[src/logic/sfis_pkg.sv]
// constants, types and decode functions for the serial flash interface state block
// ============================================================================
// ============================================================================
package sfis_pkg;

    // ========================================================================
    // timing
    localparam int CLK_PERIOD_NS        = 25;
    localparam int POWER_UP_INTERVAL_US = 300;
    localparam int RESET_PULSE_TIME_NS  = 200;
    localparam int RESET_DURATION_US    = 35;
    localparam int RESET_HOLD_TIME_NS   = 50;
    // least times round up to whole cycles
    localparam int POWER_UP_CYC  = (POWER_UP_INTERVAL_US * 1000 + CLK_PERIOD_NS - 1) / CLK_PERIOD_NS;
    localparam int RESET_PULSE_CYC = (RESET_PULSE_TIME_NS + CLK_PERIOD_NS - 1) / CLK_PERIOD_NS;
    localparam int RESET_DUR_CYC = (RESET_DURATION_US * 1000 + CLK_PERIOD_NS - 1) / CLK_PERIOD_NS;
    localparam int RESET_HOLD_CYC  = (RESET_HOLD_TIME_NS + CLK_PERIOD_NS - 1) / CLK_PERIOD_NS;
    localparam int TMR_W = 16;

    // ========================================================================
    // instruction codes and lengths
    localparam logic [7:0] OP_READ     = 8'h03;
    localparam logic [7:0] OP_FAST     = 8'h0B;
    localparam logic [7:0] OP_DUAL_OUT = 8'h3B;
    localparam logic [7:0] OP_QUAD_OUT = 8'h6B;
    localparam logic [7:0] OP_DUAL_IO  = 8'hBB;
    localparam logic [7:0] OP_QUAD_IO  = 8'hEB;
    localparam logic [7:0] OP_DDR_QIO  = 8'hED;
    localparam logic [7:0] OP_PROGRAM  = 8'h02;
    localparam logic [7:0] OP_WR_SCR   = 8'h01;
    localparam logic [7:0] OP_WR_ANY   = 8'h71;
    localparam logic [7:0] OP_WR_DLRN  = 8'h43;
    localparam logic [5:0] INSTR_BITS  = 6'h08;
    localparam logic [5:0] ADDR_BITS   = 6'h18;
    localparam logic [5:0] ADDR_MODE_BITS = 6'h20;
    localparam logic [2:0] LANES_1 = 3'h1;
    localparam logic [2:0] LANES_2 = 3'h2;
    localparam logic [2:0] LANES_4 = 3'h4;
    localparam logic [3:0] BYTE_BITS = 4'h8;

    // ========================================================================
    // interface states and transfer formats
    typedef enum logic [3:0] {
        ST_OFF = 4'b0000, ST_POR = 4'b0001, ST_HWRST = 4'b0010, ST_STBY = 4'b0011,
        ST_INSTR = 4'b0100, ST_SIN = 4'b0101, ST_DIN = 4'b0110, ST_QIN = 4'b0111,
        ST_LAT = 4'b1000, ST_OUT = 4'b1001
    } sfis_state_e;

    typedef enum logic [3:0] {
        FMT_NONE = 4'b0000, FMT_READ = 4'b0001, FMT_FAST = 4'b0010, FMT_DOUT = 4'b0011,
        FMT_QOUT = 4'b0100, FMT_DIO = 4'b0101, FMT_QIO = 4'b0110, FMT_DDR = 4'b0111,
        FMT_PROG = 4'b1000, FMT_WREG = 4'b1001
    } sfis_fmt_e;

    // instruction to transfer format
    function automatic sfis_fmt_e sfis_decode(input logic [7:0] op);
        case (op)
            OP_READ:     return FMT_READ;
            OP_FAST:     return FMT_FAST;
            OP_DUAL_OUT: return FMT_DOUT;
            OP_QUAD_OUT: return FMT_QOUT;
            OP_DUAL_IO:  return FMT_DIO;
            OP_QUAD_IO:  return FMT_QIO;
            OP_DDR_QIO:  return FMT_DDR;
            OP_PROGRAM:  return FMT_PROG;
            OP_WR_SCR, OP_WR_ANY, OP_WR_DLRN: return FMT_WREG;
            default:     return FMT_NONE;
        endcase
    endfunction

    // formats that return read data
    function automatic logic sfis_is_read(input sfis_fmt_e f);
        return (f >= FMT_READ) && (f <= FMT_DDR);
    endfunction

endpackage

[src/logic/sfis_core.sv]
// serial flash interface state machine with its capture fifo
`timescale 1ns/1ps

// ============================================================================
// capture fifo: shift structure, output word always in slot 0
module sfis_fifo #(
    parameter int W = 8,
    parameter int D = 8
) (
    // clocking
    input  wire logic         sys_clk,
    input  wire logic         rst_b,
    input  wire logic         ce,
    // fill side
    input  wire logic         in_valid,
    input  wire logic [W-1:0] in_data,
    output logic              in_ready,
    // drain side
    output logic              out_valid,
    output logic [W-1:0]      out_data,
    input  wire logic         out_ready
);
    localparam int CW = $clog2(D + 1);
    logic [W-1:0]  mem [D];                     // storage, slot 0 is the head
    logic [CW-1:0] count;                       // words held
    logic [CW-1:0] next_count;
    wire           push = in_valid & in_ready;
    wire           pop  = out_valid & out_ready;

    assign next_count = count + CW'(push) - CW'(pop);
    assign out_data   = mem[0];

    // occupancy and flags, registered so the ports come from flops
    always_ff @(posedge sys_clk or negedge rst_b)
        if (!rst_b)
        begin
            count     <= '0;
            in_ready  <= 1'b1;
            out_valid <= 1'b0;
        end
        else if (ce)
        begin
            count     <= next_count;
            in_ready  <= next_count != CW'(D);
            out_valid <= next_count != '0;
        end

    // each slot shifts down on pop, takes new data at the tail
    for (genvar i = 0; i < D; i++)
    begin : g_slot
        wire tail_pop  = push && (CW'(i + 1) == count);
        wire tail_hold = push && (CW'(i) == count);
        always_ff @(posedge sys_clk or negedge rst_b)
            if (!rst_b)
                mem[i] <= '0;
            else if (ce)
            begin
                if (pop)
                    mem[i] <= tail_pop ? in_data : ((i == D - 1) ? mem[i] : mem[(i + 1) % D]);
                else if (tail_hold)
                    mem[i] <= in_data;
            end
    end
endmodule

// ============================================================================
// device-side interface states
module sfis_core #(
    parameter int PU_CYCLES = sfis_pkg::POWER_UP_CYC
) (
    // clocking and reset
    input  wire logic        sys_clk,
    input  wire logic        rst_b,
    input  wire logic        ce,
    // supply monitor levels
    input  wire logic        vcc_above_low,
    input  wire logic        vcc_above_cutoff,
    // link pins
    input  wire logic        cs_n,
    input  wire logic        sck,
    input  wire logic        hw_reset_n,
    input  wire logic        serial_in_io0_in,
    output logic             serial_in_io0_out,
    output logic             serial_in_io0_oe,
    input  wire logic        serial_out_io1_in,
    output logic             serial_out_io1_out,
    output logic             serial_out_io1_oe,
    input  wire logic        wp_n_io2_in,
    output logic             wp_n_io2_out,
    output logic             wp_n_io2_oe,
    input  wire logic        io3_shared_reset_n_in,
    output logic             io3_shared_reset_n_out,
    output logic             io3_shared_reset_n_oe,
    // configuration
    input  wire logic        quad_enable_bit,
    input  wire logic        four_wire_instr_enable_bit,
    input  wire logic        io3_shared_reset_n_enable,
    input  wire logic [3:0]  latency_code_field,
    // read data from the array
    input  wire logic [7:0]  rd_byte,
    output logic             rd_byte_take,
    // captured byte stream
    output logic             cap_valid,
    output logic [7:0]       cap_data,
    input  wire logic        cap_ready,
    // status
    output sfis_pkg::sfis_state_e iface_state,
    output logic             cmd_done,
    output logic             cmd_rejected,
    output logic             wp_protect
);
    import sfis_pkg::*;

    // ========================================================================
    // constants
    localparam logic [TMR_W-1:0] PU_LAST  = TMR_W'(PU_CYCLES - 1);
    localparam logic [TMR_W-1:0] RPH_LAST = TMR_W'(RESET_DUR_CYC - 1);
    localparam logic [3:0]       RP_CNT   = 4'(RESET_PULSE_CYC);
    localparam logic [3:0]       RH_CNT   = 4'(RESET_HOLD_CYC);

    // ========================================================================
    // pin synchronisers
    logic [8:0]  pin_meta;                      // first stage, read only by pin_sync
    logic [8:0]  pin_sync;                      // second stage
    logic        cs_prev;                       // for edge detection
    logic        sck_prev;

    always_ff @(posedge sys_clk or negedge rst_b)
        if (!rst_b)
        begin
            pin_meta <= 9'h1_F1;
            pin_sync <= 9'h1_F1;
            cs_prev  <= 1'b1;
            sck_prev <= 1'b0;
        end
        else if (ce)
        begin
            pin_meta <= {vcc_above_cutoff, vcc_above_low, hw_reset_n, io3_shared_reset_n_in,
                         wp_n_io2_in, serial_out_io1_in, serial_in_io0_in, sck, cs_n};
            pin_sync <= pin_meta;
            cs_prev  <= pin_sync[0];
            sck_prev <= pin_sync[1];
        end

    // named views of the synchronised pins
    wire       cs_hi     = pin_sync[0];
    wire       sck_s     = pin_sync[1];
    wire [3:0] io_s      = pin_sync[5:2];
    wire       hwr_n_s   = pin_sync[6];
    wire       v_low_ok  = pin_sync[7];
    wire       v_cut_ok  = pin_sync[8];
    wire       sck_rise  = sck_s & ~sck_prev;
    wire       sck_fall  = ~sck_s & sck_prev;
    wire       cs_rise   = cs_hi & ~cs_prev;
    wire       cs_fall   = ~cs_hi & cs_prev;

    // ========================================================================
    // state registers
    sfis_state_e     state;
    sfis_fmt_e       fmt;                       // format of the command in flight
    logic [TMR_W-1:0] timer;                    // power-up and reset duration
    logic [3:0]      rl_cnt;                    // cycles reset line seen low
    logic [3:0]      rh_cnt;                    // cycles reset line high after pulse
    logic [5:0]      cnt;                       // bits in current phase
    logic [2:0]      in_lanes;                  // input width
    logic [2:0]      out_lanes;                 // output width
    logic [7:0]      sh_in;                     // receive shifter
    logic [7:0]      out_sh;                    // transmit shifter
    logic [3:0]      out_left;                  // bits left in out_sh
    logic [3:0]      lat_cnt;                   // latency cycles done
    logic            bad;                       // command must be discarded
    logic [3:0]      io_out;
    logic [3:0]      io_oe;

    assign iface_state            = state;
    assign serial_in_io0_out      = io_out[0];
    assign serial_out_io1_out     = io_out[1];
    assign wp_n_io2_out           = io_out[2];
    assign io3_shared_reset_n_out = io_out[3];
    assign serial_in_io0_oe       = io_oe[0];
    assign serial_out_io1_oe      = io_oe[1];
    assign wp_n_io2_oe            = io_oe[2];
    assign io3_shared_reset_n_oe  = io_oe[3];

    // ========================================================================
    // reset line qualification
    wire quad_mode   = quad_enable_bit | four_wire_instr_enable_bit;
    // shared line only counts outside quad, or in quad while deselected
    wire io3_rst_low = io3_shared_reset_n_enable & ~io_s[3] & (~quad_mode | cs_hi);
    wire rst_low     = ~hwr_n_s | io3_rst_low;
    wire rst_hit     = rl_cnt == RP_CNT;

    // low-pulse and hold counters, both saturate
    always_ff @(posedge sys_clk or negedge rst_b)
        if (!rst_b)
        begin
            rl_cnt <= '0;
            rh_cnt <= '0;
        end
        else if (ce)
        begin
            rl_cnt <= !rst_low ? 4'h0 : (rst_hit ? rl_cnt : rl_cnt + 4'h1);
            rh_cnt <= rst_low ? 4'h0 : ((rh_cnt == RH_CNT) ? rh_cnt : rh_cnt + 4'h1);
        end

    // ========================================================================
    // receive path decode
    wire        rx_state  = (state == ST_INSTR) | (state == ST_SIN) |
                            (state == ST_DIN) | (state == ST_QIN);
    // lane 0 only in single mode, io1 never sampled as data there
    wire [7:0]  next_sh_in = (in_lanes == LANES_1) ? {sh_in[6:0], io_s[0]} :
                             (in_lanes == LANES_2) ? {sh_in[5:0], io_s[1:0]} :
                                                     {sh_in[3:0], io_s};
    wire [5:0]  next_cnt  = cnt + {3'h0, in_lanes};
    wire        byte_done = next_cnt[2:0] == 3'h0;
    wire        instr_end = (state == ST_INSTR) && (next_cnt == INSTR_BITS);
    sfis_fmt_e  instr_fmt;
    assign instr_fmt = sfis_decode(next_sh_in);
    wire        wide_addr = (fmt == FMT_DIO) | (fmt == FMT_QIO) | (fmt == FMT_DDR);
    wire [5:0]  addr_len  = wide_addr ? ADDR_MODE_BITS : ADDR_BITS;
    wire        phase_end = rx_state && (state != ST_INSTR) && sfis_is_read(fmt) &&
                            (next_cnt == addr_len);
    wire        lat_zero  = (fmt == FMT_READ) | (latency_code_field == 4'h0);
    wire        fifo_ready;
    wire        push      = rx_state & sck_rise & byte_done & ~cs_rise;

    // lane widths for the decoded instruction
    wire        i_qpi     = four_wire_instr_enable_bit;
    wire [2:0]  i_in_l    = i_qpi ? LANES_4 :
                            (instr_fmt == FMT_DIO) ? LANES_2 :
                            ((instr_fmt == FMT_QIO) | (instr_fmt == FMT_DDR)) ? LANES_4 : LANES_1;
    wire [2:0]  i_out_l   = i_qpi ? LANES_4 :
                            ((instr_fmt == FMT_DOUT) | (instr_fmt == FMT_DIO)) ? LANES_2 :
                            ((instr_fmt == FMT_READ) | (instr_fmt == FMT_FAST)) ? LANES_1 : LANES_4;
    sfis_state_e i_next;
    assign i_next = (i_in_l == LANES_1) ? ST_SIN : ((i_in_l == LANES_2) ? ST_DIN : ST_QIN);

    // ========================================================================
    // transmit path decode
    wire [7:0]  drv_src  = (out_left == 4'h0) ? rd_byte : out_sh;
    wire [3:0]  drv_bits = (out_lanes == LANES_1) ? {2'b00, drv_src[7], 1'b0} :
                           (out_lanes == LANES_2) ? {2'b00, drv_src[7:6]} : drv_src[7:4];
    wire [3:0]  drv_oe   = (out_lanes == LANES_1) ? 4'h2 :
                           (out_lanes == LANES_2) ? 4'h3 : 4'hF;
    wire [7:0]  drv_sh   = drv_src << out_lanes;
    wire [3:0]  drv_left = ((out_left == 4'h0) ? BYTE_BITS : out_left) - {1'b0, out_lanes};
    // partial byte in any receive state is refused, read commands included
    wire        reject   = bad | (rx_state & (cnt[2:0] != 3'h0));
    wire        empty    = (state == ST_INSTR) & (cnt == 6'h0);
    wire        active   = rx_state | (state == ST_LAT) | (state == ST_OUT);

    // ========================================================================
    // interface state machine
    always_ff @(posedge sys_clk or negedge rst_b)
        if (!rst_b)
        begin
            state <= ST_OFF;  fmt <= FMT_NONE;  timer <= '0;  cnt <= '0;
            in_lanes <= LANES_1;  out_lanes <= LANES_1;  sh_in <= '0;  out_sh <= '0;
            out_left <= '0;  lat_cnt <= '0;  bad <= 1'b0;  io_out <= '0;  io_oe <= '0;
            cmd_done <= 1'b0;  cmd_rejected <= 1'b0;  rd_byte_take <= 1'b0;  wp_protect <= 1'b0;
        end
        else if (ce)
        begin
            cmd_done     <= 1'b0;
            cmd_rejected <= 1'b0;
            rd_byte_take <= 1'b0;
            // power gone: silent, nothing runs
            if (!v_low_ok)
            begin
                state <= ST_OFF;
                io_oe <= 4'h0;
            end
            // reset pulse wins over any command
            else if (rst_hit && state != ST_OFF && state != ST_POR && state != ST_HWRST)
            begin
                state <= ST_HWRST;
                timer <= '0;
                io_oe <= 4'h0;
            end
            // deselect ends any command and frees the lines
            else if (active && cs_rise)
            begin
                state        <= ST_STBY;
                io_oe        <= 4'h0;
                cmd_rejected <= ~empty & reject;
                cmd_done     <= ~empty & ~reject;
            end
            else
            begin
                if (active && !v_cut_ok)
                    bad <= 1'b1;
                unique case (state)
                    ST_OFF:
                    begin
                        state <= ST_POR;
                        timer <= '0;
                    end
                    // inputs ignored, outputs released for the whole interval
                    ST_POR:
                    begin
                        timer <= timer + 1'b1;
                        if (timer == PU_LAST)
                            state <= ST_STBY;
                    end
                    // leave after duration and hold, whichever comes last
                    ST_HWRST:
                    begin
                        if (timer != RPH_LAST)
                            timer <= timer + 1'b1;
                        else if (rh_cnt == RH_CNT)
                            state <= ST_STBY;
                    end
                    // only chip select, the supply levels, reset and four_wire_instr_enable_bit are looked at here
                    ST_STBY:
                    begin
                        if (cs_fall && v_cut_ok)
                        begin
                            state      <= ST_INSTR;
                            cnt        <= '0;
                            bad        <= 1'b0;
                            wp_protect <= 1'b0;
                            in_lanes   <= i_qpi ? LANES_4 : LANES_1;
                        end
                    end
                    ST_INSTR, ST_SIN, ST_DIN, ST_QIN:
                    begin
                        if (sck_rise)
                        begin
                            sh_in <= next_sh_in;
                            cnt   <= next_cnt;
                            if (push && !fifo_ready)
                                bad <= 1'b1;
                            if (instr_end)
                            begin
                                fmt       <= instr_fmt;
                                cnt       <= '0;
                                in_lanes  <= i_in_l;
                                out_lanes <= i_out_l;
                                state     <= i_next;
                                // write-protect only matters for register writes
                                wp_protect <= (instr_fmt == FMT_WREG) & ~i_qpi & ~io_s[2];
                            end
                            else if (phase_end)
                            begin
                                lat_cnt  <= '0;
                                out_left <= '0;
                                state    <= lat_zero ? ST_OUT : ST_LAT;
                            end
                        end
                    end
                    // dummy cycles counted on rising edges
                    ST_LAT:
                    begin
                        if (sck_rise)
                        begin
                            lat_cnt <= lat_cnt + 4'h1;
                            if (lat_cnt + 4'h1 == latency_code_field)
                                state <= ST_OUT;
                        end
                    end
                    // data changes on falling edges, latency already ended on a rising edge
                    ST_OUT:
                    begin
                        if (sck_fall)
                        begin
                            io_out       <= drv_bits;
                            io_oe        <= drv_oe;
                            out_sh       <= drv_sh;
                            out_left     <= drv_left;
                            rd_byte_take <= out_left == 4'h0;
                        end
                    end
                    default:
                        state <= ST_STBY;
                endcase
            end
        end

    // ========================================================================
    // every received byte goes out through the fifo; full stream marks the command bad
    sfis_fifo #(
        .W (8),
        .D (8)
    ) u_fifo (
        .sys_clk   (sys_clk),
        .rst_b     (rst_b),
        .ce        (ce),
        .in_valid  (push),
        .in_data   (next_sh_in),
        .in_ready  (fifo_ready),
        .out_valid (cap_valid),
        .out_data  (cap_data),
        .out_ready (cap_ready)
    );
endmodule

[config.mk]
export PLATFORM = sky130hd
export DESIGN_NAME = sfis_core
export DESIGN_NICKNAME = d
export VERILOG_FILES = /design/src/logic/sfis_pkg.sv /design/src/logic/sfis_core.sv
export SDC_FILE = /design/constraint.sdc
export NUM_CORES = 1
export LEC_CHECK = 0
export BUFFER_PORTS_ARGS = -buffer_cell sky130_fd_sc_hd__clkbuf_2
export CAP_MARGIN = 20
export CORE_UTILIZATION = 62
export CTS_CLUSTER_DIAMETER = 60
export CTS_CLUSTER_SIZE = 20
export DETAILED_ROUTE_END_ITERATION = 8
export PLACE_DENSITY = 0.81
export SLEW_MARGIN = 40
export SYNTH_ARGS = -nofsm -noshare
export SYNTH_HDL_FRONTEND = slang
export SYNTH_SLANG_ARGS = --single-unit
[constraint.sdc]
create_clock -name sys_clk -period 4.8 [get_ports sys_clk]
set_clock_uncertainty 0.05 [all_clocks]
set_input_delay 0.96 -clock sys_clk [delete_from_list [all_inputs] [get_ports sys_clk]]
set_output_delay 0.96 -clock sys_clk [all_outputs]
set_load 0.05 [all_outputs]
Yosys cells after proc, flatten, opt, wreduce, memory -nomap -nowiden. Cells that the tools add are included.

RAM bits: 0. Latch bits: 0. Bits in read-only memories: 0. Word-level logic and storage cells: 322. Bits of input ports: 28. Register bits: 170. Memories: 0. Output and inout port bits: 25.

Bitwise gates (word level): 46. $add $sub $neg: 8. Reductions and logical operators: 54. Shift operators: 1. Order comparisons: 2. Multiply operators: 0. Equality and inequality tests: 79. Divide/modulo/power cells: 0. Multiplexer cells: 98.

Operator list (number): 2-to-1 mux 8 bit (20); 2-to-1 mux 4 bit (31); 2-to-1 mux 16 bit (3); one-hot mux 16 bit (3 select lines) (1); equality test 4 x 3 -> 1 bit, second input constant (10); one-hot mux 4 bit (9 select lines) (1); 2-to-1 mux 3 bit (10); one-hot mux 4 bit (7 select lines) (1); inequality test 5 bit, second input constant (5); equality test 8 x 7 -> 1 bit, second input constant (3); equality test 8 bit, second input constant (3); 2-to-1 mux 6 bit (4); inequality test 2 bit, second input constant (11); logical AND 1 bit (21); equality test 4 x 2 -> 1 bit, second input constant (5); 2-to-1 mux 1 bit (20); AND reduction 9 bit (2); AND 1 bit (17); adder 16 x 1 -> 16 bit, second input constant (1); equality test 16 x 14 -> 1 bit, second input constant (1); equality test 3 x 4 -> 1 bit, first input constant (4); equality test 4 bit, second input constant (4); equality test 8 x 2 -> 1 bit, second input constant (2); zero test 4 bit (4); 52 further kinds (104).

Longest topological paths before layout.
Depth after elaboration: 20. Depth in mapped cells: 13. Depth with buffers taken out: 12.

By module. Synthesis repeated with hierarchy kept, for this count alone.

Cells, all modules: 985. Area total of the unflattened synthesis: 9549.2 um2.

Modules (own cells, without submodules): sfis_core (instances 1, cells an instance 642, area each 5953.2 um2, seq. area each 2496.1 um2); sfis_fifo (instances 1, cells an instance 343, area each 3595.9 um2, seq. area each 1752.9 um2).

Least setup slack after synthesis. Ideal clock, no wire load.

Path kind: register -> register. From: reg in_lanes[0]. To: reg state[2], in the netlist iface_state[2]. Path slack: 1.362 ns. Stages on the path, launching flop included: 10. Setup time: 0.125 ns. Period minus slack after synthesis: 3.438 ns. Arrival: 3.263 ns. Cell sequence: dfstp_2 > ha_1 > fa_1 > or4_4 > or4_4 > or3_1 > nor3_2 > or4_1 > o211a_4 > mux2_4.

Word-level cells in the longest chain between the ends: 9. Elaborated cells on any way between the ends: 13. Those cells by class: 1 x add/sub; 3 x eq/ne; 6 x mux; 3 x reduce/logical.

RTL lines: start: declaration (RTL line sfis_core.sv:165) `logic [2:0] in_lanes;`; start signal: assignment (RTL line sfis_core.sv:322) `in_lanes <= i_qpi ? LANES_4 : LANES_1;`; start signal: assignment (RTL line sfis_core.sv:337) `in_lanes <= i_in_l;`; adder 6 x 3 -> 6 bit * (RTL line sfis_core.sv:214) `wire [5:0] next_cnt = cnt + {3'h0, in_lanes};`; equality test 6 x 4 -> 1 bit (RTL line sfis_core.sv:216) `wire instr_end = (state == ST_INSTR) && (next_cnt == INSTR_BITS);`; logical AND 1 bit (RTL line sfis_core.sv:216); 2-to-1 mux 4 bit (RTL line sfis_core.sv:333) `if (instr_end)`; 2-to-1 mux 4 bit (RTL line sfis_core.sv:327) `if (sck_rise)`; one-hot mux 4 bit (7 select lines) (RTL line sfis_core.sv:292) `unique case (state)`; 2-to-1 mux 4 bit (RTL line sfis_core.sv:281) `else if (active && cs_rise)`; 2-to-1 mux 4 bit (RTL line sfis_core.sv:274) `else if (rst_hit && state != ST_OFF && state != ST_POR && state != ST_HWRST)`; 2-to-1 mux 4 bit (RTL line sfis_core.sv:268) `if (!v_low_ok)`; end signal: assignment (RTL line sfis_core.sv:339) `state <= i_next;`; end signal: assignment (RTL line sfis_core.sv:347) `state <= lat_zero ? ST_OUT : ST_LAT;`; end: declaration (RTL line sfis_core.sv:159) `sfis_state_e state;`.

Every way passes the cells marked *; elsewhere a longest branch is shown, timed or not. The select of a mux whose other input is x is not followed. A chain may end at the register's enable or synchronous reset.

Worst setup path in the final report.
From: reg in_lanes[0]. To: reg u_fifo.mem[32] (netlist bit).

Word-level cells in the longest chain between the ends: 8. Elaborated cells on any way between the ends: 12. Those cells by class: 1 x add/sub; 1 x eq/ne; 4 x mux; 3 x bitwise; 3 x reduce/logical.

RTL lines: adder 6 x 3 -> 6 bit (RTL line sfis_core.sv:214); zero test 3 bit (RTL line sfis_core.sv:215) `wire byte_done = next_cnt[2:0] == 3'h0;`; AND 1 bit (2 in series) (RTL line sfis_core.sv:225) `wire push = rx_state & sck_rise & byte_done & ~cs_rise;`; AND 1 bit (RTL line sfis_core.sv:27) `wire push = in_valid & in_ready;`; logical AND 1 bit (on tied branches) (RTL line sfis_core.sv:52, sfis_core.sv:51); 2-to-1 mux 8 bit (on tied branches) (RTL line sfis_core.sv:60, sfis_core.sv:59); 2-to-1 mux 8 bit * (RTL line sfis_core.sv:58) `if (pop)`; end signal: indexed assignment (RTL line sfis_core.sv:59) `mem[i] <= tail_pop ? in_data : ((i == D - 1) ? mem[i] : mem[(i + 1) % D]);`; end signal: indexed assignment (RTL line sfis_core.sv:61) `mem[i] <= in_data;`; end: declaration (RTL line sfis_core.sv:24) `logic [W-1:0] mem [D];`.

Every way passes the cells marked *; elsewhere a longest branch is shown, timed or not.

==> metrics.txt <==
status=finished clean; port bufs=52; FF+latch area=0.00425 sq mm; Antenna Cells=0; TritonCTS clock tree=done; internal power=3.02 mW; CTS sink cnt=169; Max Slew Vio Count=0; Post-synth EDFFs=0; core box area=0.0153 sq mm; Pwr Density=453 mW/mm^2; Sum Neg Setup Slack=0 ps; vias in the first global route=7941; met3 routed WL=1.03 mm; post-cts sizing count=0; Seq/Total Area, Yosys=43.3%; Worst slew margin=42.5%; max layer used=met4; Setup Buffers After CTS=0; Setup crit end=u_fifo.mem[32]; wire length per cell=17.2 um; Post-synth top flop=dfrtp_1; Setup crit start=in_lanes[0]; First DRT Iteration DRCs=769; Setup CP Type=flop to flop; Nets=1158; hpwl dp=15.4 mm; detailed-router iteration count before antenna repair=5; syn_area_per_cell=8.97 sq um; footprint of the multi-input gates=0.00509 sq mm; fraction of layout cells with a size suffix above 1=15.9%; switching part of the total=38.0%; Yosys reg bits=169; clk_lat worst skew=440 ps; Total GRT Usage=29.4%; Die H=128 um; Synth area leaders=dfrtp_1 39%, o21ai_0 6.4%, nand2_1 5.4%; Worst Setup End Kind=flop; Distinct cells, synth=71; largest net degree at the start of global routing=106; die area=0.0163 sq mm; starting density of the core=64.0%; CTS max path bufs=2; # DRC=0; Fmax=260 MHz; H-tree levels=4; worst vdd ir=0.000307 V; remaining antenna violation count=0; Maximum Capacitance Violations=0; vias=8414; RSZ-0062 raised after global routing=no; Critical Path AT=4090 ps; R2R Setup Slk=950 ps; Top-Level Pins=53; final core utilization=70.2%; global-route wire length before repair=38.3 mm; initial antenna violation count=0; Detail Route met2 WL=11.6 mm; GP Congestion=0.861; Synth Cell Area=0.00980 sq mm; total CTS buffers=17; CP Data Required Time=5040 ps; Net Count, Synth=1143; Sw Pwr=1.85 mW; Gate Count Post-Synth=1093; met1 WL=9.76 mm; Area growth, synth to finish=9.69%; peak fanout along the critical path=17; clock-pin slew on the worst setup and hold paths=70 ps; Worst Tran Pin Value=854 ps; min Tclk post-route=3850 ps; clock root cell=clkbuf_16; total congestion overflow=0; Post-synth ARST share=100%; Synth top area share=39.1%; RR Endpoint=u_fifo.mem[32]; Gate power share=32.3%; YS warnings=0; final WL=22.9 mm; LEAKAGE=4.75 nW; Final Cycle Share=80.2%; worst reg2reg path startpoint=in_lanes[0]; # setup viols final=0; final hold vios=0; Avg Vias per Cell=6.32; Site Rows=45; die width=128 um; Min-Delay Path Class=input port to async pin; cell taking the most area after synthesis=dfrtp_1; sequential share of power=40.4%; Clk network pwr share=27.2%; fill count=1198; hold-fix buffers at CTS=0; Reg2Reg Depth=9; CP Launch Type=flop
## per-layer routing
layer  up-vias  GRT usage [%]
li1       3952              -
met1      4157           38.5
met2       256           48.6
met3        49           5.59
met4         0           10.9
met5         -              0
## flip-flops by register name (all words and copies together) (netlist names), 3 cells and up
name             count
cnt                  6
fmt                  4
iface_state          4
in_lanes             3
io_oe                3
io_out               4
lat_cnt              4
out_lanes            3
out_left             4
out_sh               8
pin_meta             9
pin_sync             9
rh_cnt               4
rl_cnt               4
sh_in                7
timer               16
u_fifo.count         4
u_fifo.mem          56
u_fifo.out_data      8
## worst min-delay path by stage
| stage | from | endpoint | slack [ps] | cells after the start |
|---|---|---|---|---|
| floorplan | out_sh[0] | out_sh[0] | 390 | 2 |
| global placement | out_sh[6] | out_sh[6] | 410 | 1 |
| detailed placement | out_sh[0] | out_sh[0] | 420 | 2 |
| CTS | out_sh[0] | out_sh[0] | 430 | 2 |
| global route | rst_b | timer[12] | 410 | 1 |
| finish | rst_b | timer[12] | 360 | 1 |
## layout make-up
type / instances / area share, %
inverter: 42 / 1.47
clock buffer: 20 / 4.34
clock inverter: 11 / 0.896
sequential: 169 / 39.5
multi-input combinational: 810 / 47.3
tap: 211 / 2.45
timing repair buffer: 68 / 3.99
## per-stage QoR
| step | cells | cell area, sq um | worst slack, ps | hold slack (ps) | total power [mW] |
|---|---|---|---|---|---|
| 2_1_floorplan | 1093 | 9800 | 1360 | 393 | 3.16 |
| 3_3_place_gp | 1299 | 10200 | 1080 | 410 | 3.48 |
| 3_5_place_dp | 1299 | 10200 | 1020 | 415 | 3.53 |
| 4_1_cts | 1330 | 10700 | 961 | 429 | 4.85 |
| 5_1_grt | 1331 | 10800 | 692 | 406 | 5.15 |
| 6_report | 1331 | 10800 | 950 | 365 | 4.87 |
## synth_stat cells (4+ instances only)
cell type and instances:
nor4_1 8, a21o_1 11, a211oi_1 7, o22ai_1 25
or2_2 5, o211ai_1 18, nor4b_1 4, ha_1 19
mux2_2 45, nand4_1 10, dfrtp_1 153, o21ai_0 125
buf_4 9, nand3b_1 10, or4_1 5, nor2b_1 5
xor2_1 5, xnor2_1 14, a31oi_1 7, nor2_1 89
dfstp_2 16, nand3_1 24, nor3_1 18, or3_1 4
a22o_1 19, clkbuf_1 53, mux2i_1 43, nor3b_1 5
inv_1 39, nand2_1 142, a21boi_0 4, and3_1 19
a21oi_1 52, nand2b_1 6, buf_1 5, o31ai_1 16
## cells in the final DEF (no fill, tap or decap), types with 4 or more instances in the layout
cell type	n
ha_1	19
a31oi_1	7
or4_1	5
xnor2_1	14
buf_4	14
a22o_1	19
dfstp_2	16
mux2_2	45
nand2b_1	6
a21oi_1	52
o21ai_0	125
nand3_1	24
nand4_1	10
and3_1	19
clkbuf_2	50
or2_2	5
nor2_1	89
o22ai_1	25
nor3_1	18
inv_1	39
nor2b_1	5
nor4b_1	4
mux2i_1	43
a21boi_0	4
o211ai_1	18
nand3b_1	10
or3_1	4
nor3b_1	5
nor4_1	7
o31ai_1	16
xor2_1	5
clkinv_2	5
nand2_1	142
a21o_1	11
a211oi_1	7
dfrtp_1	153
clkbuf_16	17
## power by group through the flow
| stage | clock network, mW | registers [mW] | logic [mW] |
|---|---|---|---|
| floorplan | 0 | 1.91 | 1.25 |
| global placement | 0 | 1.97 | 1.51 |
| detailed placement | 0 | 1.98 | 1.55 |
| CTS | 1.33 | 1.96 | 1.57 |
| global route | 1.40 | 2.00 | 1.74 |
| finish | 1.32 | 1.97 | 1.57 |
## worst max-delay path, cell delays in order, from the launching register on
cell and delay [ps]:
dfstp_2 710, ha_1 250, fa_1 480, nor4_1 620, nand4_1 370, nor2_2 580, mux2i_1 330, nand2_1 100
nand3_1 120, o21ai_0 100
## logic make-up (layout without fill, tap and decap cells)
group                      after synthesis  after routing  synth area share [%]
AOI/OAI and AO/OA                      311            311                  19.5
adders and majority gates               22             22                  3.04
buffers and inverters                  114            141                  4.84
DFF                                    169            169                  43.3
muxes                                   90             90                  9.86
xor gates and xnor gates                19             19                  1.70
and+or+nand+nor                        368            368                  17.7
(Power assumes the default switching activity.)
